File: src/hw/acs_pkg.sv
// Package of register map, field layout, timing and type definitions for the sequencer.
package acs_pkg;

  // ***************************************************************
  // Register offsets (byte addresses on APB).
  // ***************************************************************
  localparam logic [7:0] ADDR_CTRL = 8'h00;
  localparam logic [7:0] ADDR_TRIG = 8'h04;
  localparam logic [7:0] ADDR_LIMIT = 8'h08;
  localparam logic [7:0] ADDR_STATUS = 8'h0C;
  localparam logic [7:0] ADDR_RESULT = 8'h10;
  localparam logic [7:0] ADDR_MASK = 8'h14;

  // ***************************************************************
  // Field positions.
  // ***************************************************************
  localparam int CTRL_EN_BIT = 0;
  localparam int CTRL_CNT_LSB = 4;
  localparam int CTRL_SEL_LSB = 8;
  localparam int CTRL_PROC_LSB = 12;
  localparam int TRIG_DLY_LSB = 0;
  localparam int TRIG_GAP_LSB = 4;
  localparam int TRIG_REPEAT_BIT = 8;
  localparam int TRIG_HOLDOFF_BIT = 9;
  localparam int TRIG_EDGE_BIT = 10;
  localparam int TRIG_EXT_BIT = 11;
  localparam int LIMIT_LO_LSB = 16;

  // ***************************************************************
  // Reset values.
  // ***************************************************************
  localparam logic [31:0] CTRL_RESET = 32'h0000_0000;
  localparam logic [31:0] TRIG_RESET = 32'h0000_0000;
  localparam logic [10:0] UPPER_LIMIT_RESET = 11'h7FF;
  localparam logic [10:0] LOWER_LIMIT_RESET = 11'h000;

  // ***************************************************************
  // Timing: trigger delay step 50 us, clock period 5 ns.
  // ***************************************************************
  localparam int CLK_PERIOD_PS = 5000;
  localparam int DLY_STEP_US = 50;
  localparam int DLY_STEP_CYC = (DLY_STEP_US * 1000000) / CLK_PERIOD_PS;
  localparam int GAP_UNIT_US = 20;
  localparam int GAP_UNIT_CYC = (GAP_UNIT_US * 1000000) / CLK_PERIOD_PS;

  // Result selections.
  typedef enum logic [1:0]
  {
    SEL_LAST = 2'b00,
    SEL_AVG = 2'b01,
    SEL_MAX = 2'b10,
    SEL_MIN = 2'b11
  } acs_sel_e;

  // Sequencer states.
  typedef enum logic [2:0]
  {
    ST_IDLE = 3'b000,
    ST_ARM = 3'b001,
    ST_DELAY = 3'b010,
    ST_CONV = 3'b011,
    ST_GAP = 3'b100,
    ST_FINISH = 3'b101
  } acs_state_e;

  // Converter answer carrier: valid flag and 10-bit sample.
  typedef struct packed
  {
    logic valid;
    logic [9:0] data;
  } acs_sample_s;

endpackage

File: src/hw/acs_sequencer.sv
// Conversion cycle sequencer with APB register slave for a 10-bit SAR converter.
module acs_sequencer #(
  parameter int CNT_MAX = 256,
  parameter int DLY_STEP = acs_pkg::DLY_STEP_CYC,
  parameter int GAP_UNIT = acs_pkg::GAP_UNIT_CYC
) (
  input wire logic pclk,
  input wire logic presetn,
  input wire logic psel,
  input wire logic penable,
  input wire logic pwrite,
  input wire logic [7:0] paddr,
  input wire logic [31:0] pwdata,
  output logic [31:0] prdata,
  output logic pready,
  output logic pslverr,
  input wire logic external_trigger_pin,
  input wire acs_pkg::acs_sample_s conv_result,
  output logic conv_start,
  output logic irq_n
);

  // ***************************************************************
  // Registers and state.
  // ***************************************************************
  logic [31:0] ctrl_q;
  logic [31:0] trig_q;
  logic [10:0] upper_limit_q;
  logic [10:0] lower_limit_q;
  logic mask_q;
  logic [31:0] prdata_q;
  logic pready_q;
  logic pslverr_q;
  logic irq_n_q;
  logic conv_start_q;
  acs_pkg::acs_state_e state_q;
  logic [31:0] shadow_ctrl_q;
  logic [31:0] shadow_trig_q;
  logic busy_q;
  logic done_flag_q;
  logic en_prev_q;
  logic [2:0] sync_q;
  logic [31:0] timer_q;
  logic [8:0] taken_q;
  logic edge_seen_q;
  logic [9:0] last_q;
  logic [9:0] max_q;
  logic [9:0] min_q;
  logic [17:0] sum_q;
  logic [10:0] res_last_q;
  logic [10:0] res_avg_q;
  logic [10:0] res_max_q;
  logic [10:0] res_min_q;

  // Sample count decode: code n gives 1, 4, 8 ... 256.
  function automatic logic [8:0] count_of(input logic [2:0] code);
    return (code == 3'b000) ? 9'h001 : 9'(9'h002 << code);
  endfunction
  // Wait-time decode in units of 20 us, steps follow the converter table.
  function automatic logic [10:0] gap_units(input logic [3:0] code);
    logic [10:0] u;
    u = 11'h000;
    case (code)
      4'h0: u = 11'd0;
      4'h1: u = 11'd1;
      4'h2: u = 11'd2;
      4'h3: u = 11'd3;
      4'h4: u = 11'd4;
      4'h5: u = 11'd8;
      4'h6: u = 11'd12;
      4'h7: u = 11'd16;
      4'h8: u = 11'd32;
      4'h9: u = 11'd64;
      4'hA: u = 11'd96;
      4'hB: u = 11'd128;
      4'hC: u = 11'd256;
      4'hD: u = 11'd512;
      4'hE: u = 11'd768;
      default: u = 11'd1024;
    endcase
    return u;
  endfunction

  // ***************************************************************
  // Decode of configuration and trigger conditions.
  // ***************************************************************
  wire logic apb_setup = psel && !penable;
  wire logic apb_wr = psel && penable && pready_q && pwrite; // Lands at the completing edge.
  wire logic wr_ctrl = apb_wr && (paddr == acs_pkg::ADDR_CTRL);
  wire logic wr_trig = apb_wr && (paddr == acs_pkg::ADDR_TRIG);
  wire logic wr_limit = apb_wr && (paddr == acs_pkg::ADDR_LIMIT);
  wire logic wr_mask = apb_wr && (paddr == acs_pkg::ADDR_MASK);
  wire logic addr_ok = (paddr == acs_pkg::ADDR_CTRL) || (paddr == acs_pkg::ADDR_TRIG) ||
                       (paddr == acs_pkg::ADDR_LIMIT) || (paddr == acs_pkg::ADDR_STATUS) ||
                       (paddr == acs_pkg::ADDR_RESULT) || (paddr == acs_pkg::ADDR_MASK);
  wire logic en_bit = ctrl_q[acs_pkg::CTRL_EN_BIT];
  wire logic en_rise = en_bit && !en_prev_q;
  wire logic ext_mode = shadow_trig_q[acs_pkg::TRIG_EXT_BIT];
  wire logic rising_sel = shadow_trig_q[acs_pkg::TRIG_EDGE_BIT];
  wire logic holdoff = shadow_trig_q[acs_pkg::TRIG_HOLDOFF_BIT];
  wire logic repeat_mode = trig_q[acs_pkg::TRIG_REPEAT_BIT];
  wire logic pin_s = sync_q[1];
  wire logic pin_prev = sync_q[2];
  // active level is high for rising-edge mode, low for falling.
  wire logic pin_active = rising_sel ? pin_s : !pin_s;
  wire logic edge_hit = rising_sel ? (pin_s && !pin_prev) : (!pin_s && pin_prev);
  wire logic [8:0] n_samples = count_of(shadow_ctrl_q[acs_pkg::CTRL_CNT_LSB +: 3]);
  wire logic [1:0] proc_mode = shadow_ctrl_q[acs_pkg::CTRL_PROC_LSB +: 2];
  wire logic [31:0] dly_cycles = 32'(shadow_trig_q[acs_pkg::TRIG_DLY_LSB +: 4]) * 32'(DLY_STEP);
  wire logic [31:0] gap_cycles =
    32'(gap_units(shadow_trig_q[acs_pkg::TRIG_GAP_LSB +: 4])) * 32'(GAP_UNIT);
  wire logic [10:0] sample11 = {1'b0, conv_result.data};
  wire logic out_of_range = (sample11 > upper_limit_q) || (sample11 < lower_limit_q);
  wire logic last_sample = (taken_q + 9'h001) == n_samples;
  wire logic [17:0] sum_next = sum_q + 18'(conv_result.data);
  wire logic [9:0] max_next = (taken_q == 9'h000 || conv_result.data > max_q) ?
                              conv_result.data : max_q;
  wire logic [9:0] min_next = (taken_q == 9'h000 || conv_result.data < min_q) ?
                              conv_result.data : min_q;
  wire logic [17:0] avg_full = sum_next / 18'(n_samples);
  wire logic [1:0] sel_now = ctrl_q[acs_pkg::CTRL_SEL_LSB +: 2];
  wire logic [10:0] result_sel = (sel_now == acs_pkg::SEL_LAST) ? res_last_q :
                                 (sel_now == acs_pkg::SEL_AVG) ? res_avg_q :
                                 (sel_now == acs_pkg::SEL_MAX) ? res_max_q : res_min_q;
  wire logic [31:0] rd_mux =
    (paddr == acs_pkg::ADDR_CTRL) ? ctrl_q :
    (paddr == acs_pkg::ADDR_TRIG) ? trig_q :
    (paddr == acs_pkg::ADDR_LIMIT) ?
      {5'h00, lower_limit_q, 5'h00, upper_limit_q} :
    (paddr == acs_pkg::ADDR_STATUS) ? {30'h0000_0000, done_flag_q, busy_q} :
    (paddr == acs_pkg::ADDR_RESULT) ? {21'h00_0000, result_sel} :
    (paddr == acs_pkg::ADDR_MASK) ? {31'h0000_0000, mask_q} : 32'h0000_0000;

  // ***************************************************************
  // APB slave: answers in the access phase, one wait-free cycle.
  // ***************************************************************
  always_ff @(posedge pclk or negedge presetn)
  begin
    if (!presetn)
    begin
      prdata_q <= 32'h0000_0000;
      pready_q <= 1'b0;
      pslverr_q <= 1'b0;
    end
    else
    begin
      pready_q <= apb_setup;
      pslverr_q <= apb_setup && !addr_ok;
      prdata_q <= apb_setup && !pwrite ? rd_mux : 32'h0000_0000;
    end
  end
  // Software-written registers; the selector keeps its value while busy.
  always_ff @(posedge pclk or negedge presetn)
  begin
    if (!presetn)
    begin
      ctrl_q <= acs_pkg::CTRL_RESET;
      trig_q <= acs_pkg::TRIG_RESET;
      upper_limit_q <= acs_pkg::UPPER_LIMIT_RESET;
      lower_limit_q <= acs_pkg::LOWER_LIMIT_RESET;
      mask_q <= 1'b0;
    end
    else
    begin
      if (wr_ctrl)
      begin
        ctrl_q <= {pwdata[31:10], busy_q ? sel_now : pwdata[9:8], pwdata[7:0]};
      end
      if (wr_trig)
      begin
        trig_q <= pwdata;
      end
      if (wr_limit)
      begin
        upper_limit_q <= pwdata[10:0];
        lower_limit_q <= pwdata[acs_pkg::LIMIT_LO_LSB +: 11];
      end
      if (wr_mask)
      begin
        mask_q <= pwdata[0];
      end
    end
  end
  // Two-flop synchroniser plus one history stage for edge detection.
  always_ff @(posedge pclk or negedge presetn)
  begin
    if (!presetn)
    begin
      sync_q <= 3'b000;
    end
    else
    begin
      sync_q <= {sync_q[1:0], external_trigger_pin};
    end
  end

  // ***************************************************************
  // Cycle sequencer.
  // ***************************************************************
  always_ff @(posedge pclk or negedge presetn)
  begin
    if (!presetn)
    begin
      state_q <= acs_pkg::ST_IDLE;
      shadow_ctrl_q <= acs_pkg::CTRL_RESET;
      shadow_trig_q <= acs_pkg::TRIG_RESET;
      busy_q <= 1'b0;
      done_flag_q <= 1'b0;
      en_prev_q <= 1'b0;
      timer_q <= 32'h0000_0000;
      taken_q <= 9'h000;
      edge_seen_q <= 1'b0;
      conv_start_q <= 1'b0;
      irq_n_q <= 1'b1;
      last_q <= 10'h000;
      max_q <= 10'h000;
      min_q <= 10'h000;
      sum_q <= 18'h0_0000;
      res_last_q <= 11'h000;
      res_avg_q <= 11'h000;
      res_max_q <= 11'h000;
      res_min_q <= 11'h000;
    end
    else
    begin
      en_prev_q <= en_bit;
      conv_start_q <= 1'b0;
      // A write to the status word acknowledges the interrupt, except in the cycle where ST_FINISH raises it again.
      if (apb_wr && paddr == acs_pkg::ADDR_STATUS)
      begin
        irq_n_q <= 1'b1;
      end
      case (state_q)
        acs_pkg::ST_IDLE:
        begin
          if (en_rise)
          begin
            // Configuration is captured here and held through the cycle, except the repeat bit, which is read live from trig_q.
            shadow_ctrl_q <= ctrl_q;
            shadow_trig_q <= trig_q;
            busy_q <= 1'b1;
            done_flag_q <= 1'b0;
            taken_q <= 9'h000;
            sum_q <= 18'h0_0000;
            edge_seen_q <= 1'b0;
            state_q <= acs_pkg::ST_ARM;
          end
        end
        acs_pkg::ST_ARM:
        begin
          // Internal trigger fires at once; external waits forever for an edge.
          if (!ext_mode)
          begin
            conv_start_q <= 1'b1;
            state_q <= acs_pkg::ST_CONV;
          end
          else if (edge_hit)
          begin
            timer_q <= dly_cycles;
            state_q <= acs_pkg::ST_DELAY;
          end
        end
        acs_pkg::ST_DELAY:
        begin
          if (timer_q != 32'h0000_0000)
          begin
            timer_q <= timer_q - 32'h0000_0001;
          end
          else if (pin_active)
          begin
            conv_start_q <= 1'b1;
            edge_seen_q <= 1'b0;
            state_q <= acs_pkg::ST_CONV;
          end
          else
          begin
            state_q <= acs_pkg::ST_ARM;
          end
        end
        acs_pkg::ST_CONV:
        begin
          if (conv_result.valid)
          begin
            // ALU: all statistics always tracked, processing mode only shapes last.
            last_q <= conv_result.data;
            max_q <= max_next;
            min_q <= min_next;
            sum_q <= sum_next;
            taken_q <= taken_q + 9'h001;
            if (last_sample || (n_samples != 9'h001 && out_of_range))
            begin
              res_max_q <= {1'b0, max_next};
              res_min_q <= {1'b0, min_next};
              res_avg_q <= avg_full[10:0];
              res_last_q <= (proc_mode == 2'b01) ? avg_full[10:0] :
                            (proc_mode == 2'b10) ? {1'b0, max_next} :
                            (proc_mode == 2'b11) ? {1'b0, min_next} : sample11;
              state_q <= acs_pkg::ST_FINISH;
              // in continuous mode only a limit breach raises done.
              done_flag_q <= !repeat_mode || out_of_range;
            end
            else
            begin
              timer_q <= gap_cycles;
              state_q <= acs_pkg::ST_GAP;
            end
          end
        end
        acs_pkg::ST_GAP:
        begin
          if (ext_mode && holdoff && edge_hit)
          begin
            edge_seen_q <= 1'b1;
          end
          if (timer_q != 32'h0000_0000)
          begin
            timer_q <= timer_q - 32'h0000_0001;
          end
          else if (!ext_mode || !holdoff)
          begin
            conv_start_q <= 1'b1;
            state_q <= acs_pkg::ST_CONV;
          end
          else if ((edge_seen_q || edge_hit) && pin_active)
          begin
            conv_start_q <= 1'b1;
            edge_seen_q <= 1'b0;
            state_q <= acs_pkg::ST_CONV;
          end
        end
        acs_pkg::ST_FINISH:
        begin
          // A repeat bit cleared late still ends this cycle as a reported one.
          if (done_flag_q || !repeat_mode)
          begin
            busy_q <= 1'b0;
            done_flag_q <= 1'b1;
            irq_n_q <= !mask_q;
            state_q <= acs_pkg::ST_IDLE;
          end
          else if (!en_bit)
          begin
            busy_q <= 1'b0;
            state_q <= acs_pkg::ST_IDLE;
          end
          else
          begin
            // Continuous mode: restart with the live settings, no done flag.
            shadow_ctrl_q <= ctrl_q;
            shadow_trig_q <= trig_q;
            taken_q <= 9'h000;
            sum_q <= 18'h0_0000;
            edge_seen_q <= 1'b0;
            state_q <= acs_pkg::ST_ARM;
          end
        end
        default:
        begin
          state_q <= acs_pkg::ST_IDLE;
        end
      endcase
    end
  end

  // ***************************************************************
  // Outputs straight from flip-flops.
  // ***************************************************************
  assign prdata = prdata_q;
  assign pready = pready_q;
  assign pslverr = pslverr_q;
  assign conv_start = conv_start_q;
  assign irq_n = irq_n_q;

endmodule

File: config.mk
export PLATFORM = sky130hd
export DESIGN_NAME = acs_sequencer
export DESIGN_NICKNAME = d
export VERILOG_FILES = /design/src/hw/acs_pkg.sv /design/src/hw/acs_sequencer.sv
export SDC_FILE = /design/constraint.sdc
export NUM_CORES = 1
export LEC_CHECK = 0
export BUFFER_PORTS_ARGS = -buffer_cell sky130_fd_sc_hd__buf_2
export CORE_MARGIN = 1
export CORE_UTILIZATION = 45
export DETAILED_ROUTE_END_ITERATION = 8
export PLACE_DENSITY = 0.58
export SETUP_SLACK_MARGIN = 0.1
export SKIP_LAST_GASP = 1
export SYNTH_ARGS = -nofsm -noshare
export SYNTH_HDL_FRONTEND = slang
export SYNTH_SLANG_ARGS = --single-unit
File: constraint.sdc
create_clock -name pclk -period 59.4 [get_ports pclk]
set_input_delay 5.94 -clock pclk [delete_from_list [all_inputs] [get_ports pclk]]
set_output_delay 5.94 -clock pclk [all_outputs]
set_load 0.005 [all_outputs]
==> reports/metrics.yaml <==
run_status: "complete, no violations"
yosysSeqAreaShare_pct: 27.8
slowest_delay_ps: 890
cp_common_cell: "a21oi_1"
synth_nets: 3142
io_pins: 93
num_vias: 21695
rsz0062_at_grt: "no"
multiInputGateArea_sq_um: 16600
cts_root_buffer: "clkbuf_16"
synth-async-reset-ratio_pct: 100
post_cts_resized: 0
path_class: "input pin to register"
port_buffers: 92
critPathTopFamily: "compound AO/OA/AOI/OAI gates"
clk_pin_slew_ps: 60
cts_tree: "done"
cts.sinks: 270
hpwl_mm: 54.0
grt_pass1_vias: 20681
yosys.area.top_type_share_pct: 26.5
cp_max_fo: 15
final_antenna_net_count: 0
cp_data_arrival_time_ps: 46360
syn_inst: 2833
maxSlewHeadroom_pct: 19.1
synth_top_cell_by_area: "dfrtp_1"
hold_class: "register to register"
grt_util_all_layers_pct: 25.9
finalCritPeriodShare_pct: 77.4
avgSynthCellArea_sq_um: 8.59
avgViaCountPerCell: 6.05
gp_congestion: 0.918
start_util_pct: 45.9
core-area_sq_um: 53000
cts_setup_buffers: 0
totalWireLength_mm: 72.1
grt_max_degree: 74
ys_top_cells_by_area: "dfrtp_1 (27%), ha_1 (11%), mux2_2 (5.5%)"
synth_edf_count: 0
finalSetupViolCount: 0
cts_hold_buffers: 0
synthesis.area_sq_um: 24300
yosysWarnings: 0
crit_slowest_cell: "o21ai_0"
ctsHtreeMaxLevel: 1
stdcell_count: 3588
post_drt_wl_per_cell_microns: 20.1
numCtsBuffers: 29
crit_buf_inv: 4
drc_errors: 0
fin_crit_ps: 45950
worst_slew_pin_slew_ps: 1210
area_delta_synth_final_pct: 8.32
maxSlewViolCount: 0
die_x_microns: 234
nNetsFinal: 3188
dr.pass1.iters: 6
rows: 84
tns_ps: 0
fin_util_pct: 49.7
grt-ovfl-total: 0
synth_seq_cells: 270
hold_viol_final: 0
max_freq_mhz: 21.8
dieArea_sq_um: 55000
required_ps: 59800
synth_flop_cell: "dfrtp_1"
die_y_microns: 234
regArea_sq_um: 6770
fillers: 5091
skew_ps: 10.3
antenna_found_initial: 1
cts.path.max_buffers: 3
place_inst: 3536
yosysUniqueCellTypes: 114
grt_pass1_wl_mm: 114
layout-drive-gt1-share_pct: 13.3
drv_cap: 0
endpoint_kind: "register"
clk_latency_ps: 560
start_kind: "input pin"
initialDrtViolationCount: 1499
cells by family (layout without fill, tap and decap cells):
| group | count (synthesis) | count (layout) | synth area share [%] |
|---|---|---|---|
| AND/OR/NAND/NOR | 959 | 959 | 19.3 |
| AO/OA/AOI/OAI | 803 | 803 | 21.8 |
| flip-flops | 270 | 270 | 27.8 |
| adder cells (fa/ha/maj) | 252 | 252 | 14.0 |
| buffers and inverters | 241 | 307 | 3.84 |
| multiplexers | 173 | 173 | 8.30 |
| XOR/XNOR | 134 | 134 | 4.82 |
| other | 1 | 2 | 0.0154 |
sequential cells by signal, indices dropped and copies added, names as in the netlist, 3 cells and up:
signal         flops
taken_q            9
timer_q           32
upper_limit_q     11
ctrl_q            32
res_min_q         10
trig_q            32
state_q            3
min_q             10
shadow_ctrl_q      5
lower_limit_q     11
max_q             10
res_max_q         10
res_avg_q         11
sum_q             18
shadow_trig_q     11
res_last_q        11
sync_q             3
prdata            32
worst paths after layout:
path	from	end	slack, ps	depth (start not counted)
hold / removal	sync_q[0]	sync_q[1]	360	0
hold reg to reg	sync_q[0]	sync_q[1]	360	0
min in group asynchronous	presetn	timer_q[5]	5330	1
max in group asynchronous	presetn	trig_q[10]	51920	3
setup reg to reg	sum_q[0]	res_last_q[0]	18610	164
setup / recovery	conv_result[0]	res_last_q[0]	13450	165
synthesized netlist by cell type, types with 48 or more instances:
library cell / n
dfrtp_1: 258
nor3_1: 49
clkbuf_1: 74
nor2_1: 269
xor2_1: 57
nor2b_1: 48
o21ai_0: 186
mux2_2: 118
ha_1: 217
nand2_1: 281
a21oi_1: 219
nand3_1: 56
a21o_1: 58
inv_1: 143
xnor2_1: 77
through the flow:
step / cell area (sq um) / worst slack, ps / hold WS [ps]
after floorplan: 24300 / 19950 / 331
after global placement: 25400 / 14940 / 345
after detailed placement: 25400 / 13520 / 337
after CTS: 26300 / 14000 / 361
after global routing: 26300 / 10050 / 364
final: 26300 / 13450 / 362
final cells by class:
type	count	share of cell area (%)
timing repair buffer	113	2.38
clock inverter	8	0.271
multi-input combinational	2322	63.2
tap	688	3.27
sequential	270	25.7
antenna	1	0.00950
clock buffer	43	3.14
inverter	143	2.04
layout by cell type (no fill, tap or decap), types with 56 or more instances in the layout:
cell and count:
a21oi_1 219, a21o_1 58, nand2_1 280, nor2_1 267, xnor2_1 77, xor2_1 57, buf_2 91, nand3_1 56
mux2_2 118, o21ai_0 185, ha_1 217, dfrtp_1 258, inv_1 143
metal layers:
layer	vias to the layer above	track usage, %	routed length [microns]
li1	10421	-	-
met1	10596	36.1	33500
met2	561	41.9	33100
met3	115	2.60	3300
met4	2	8.25	2220
met5	-	0	19
Power is not shown: default switching activity piles up to over one toggle a cycle in this logic, so the estimate is an artifact.
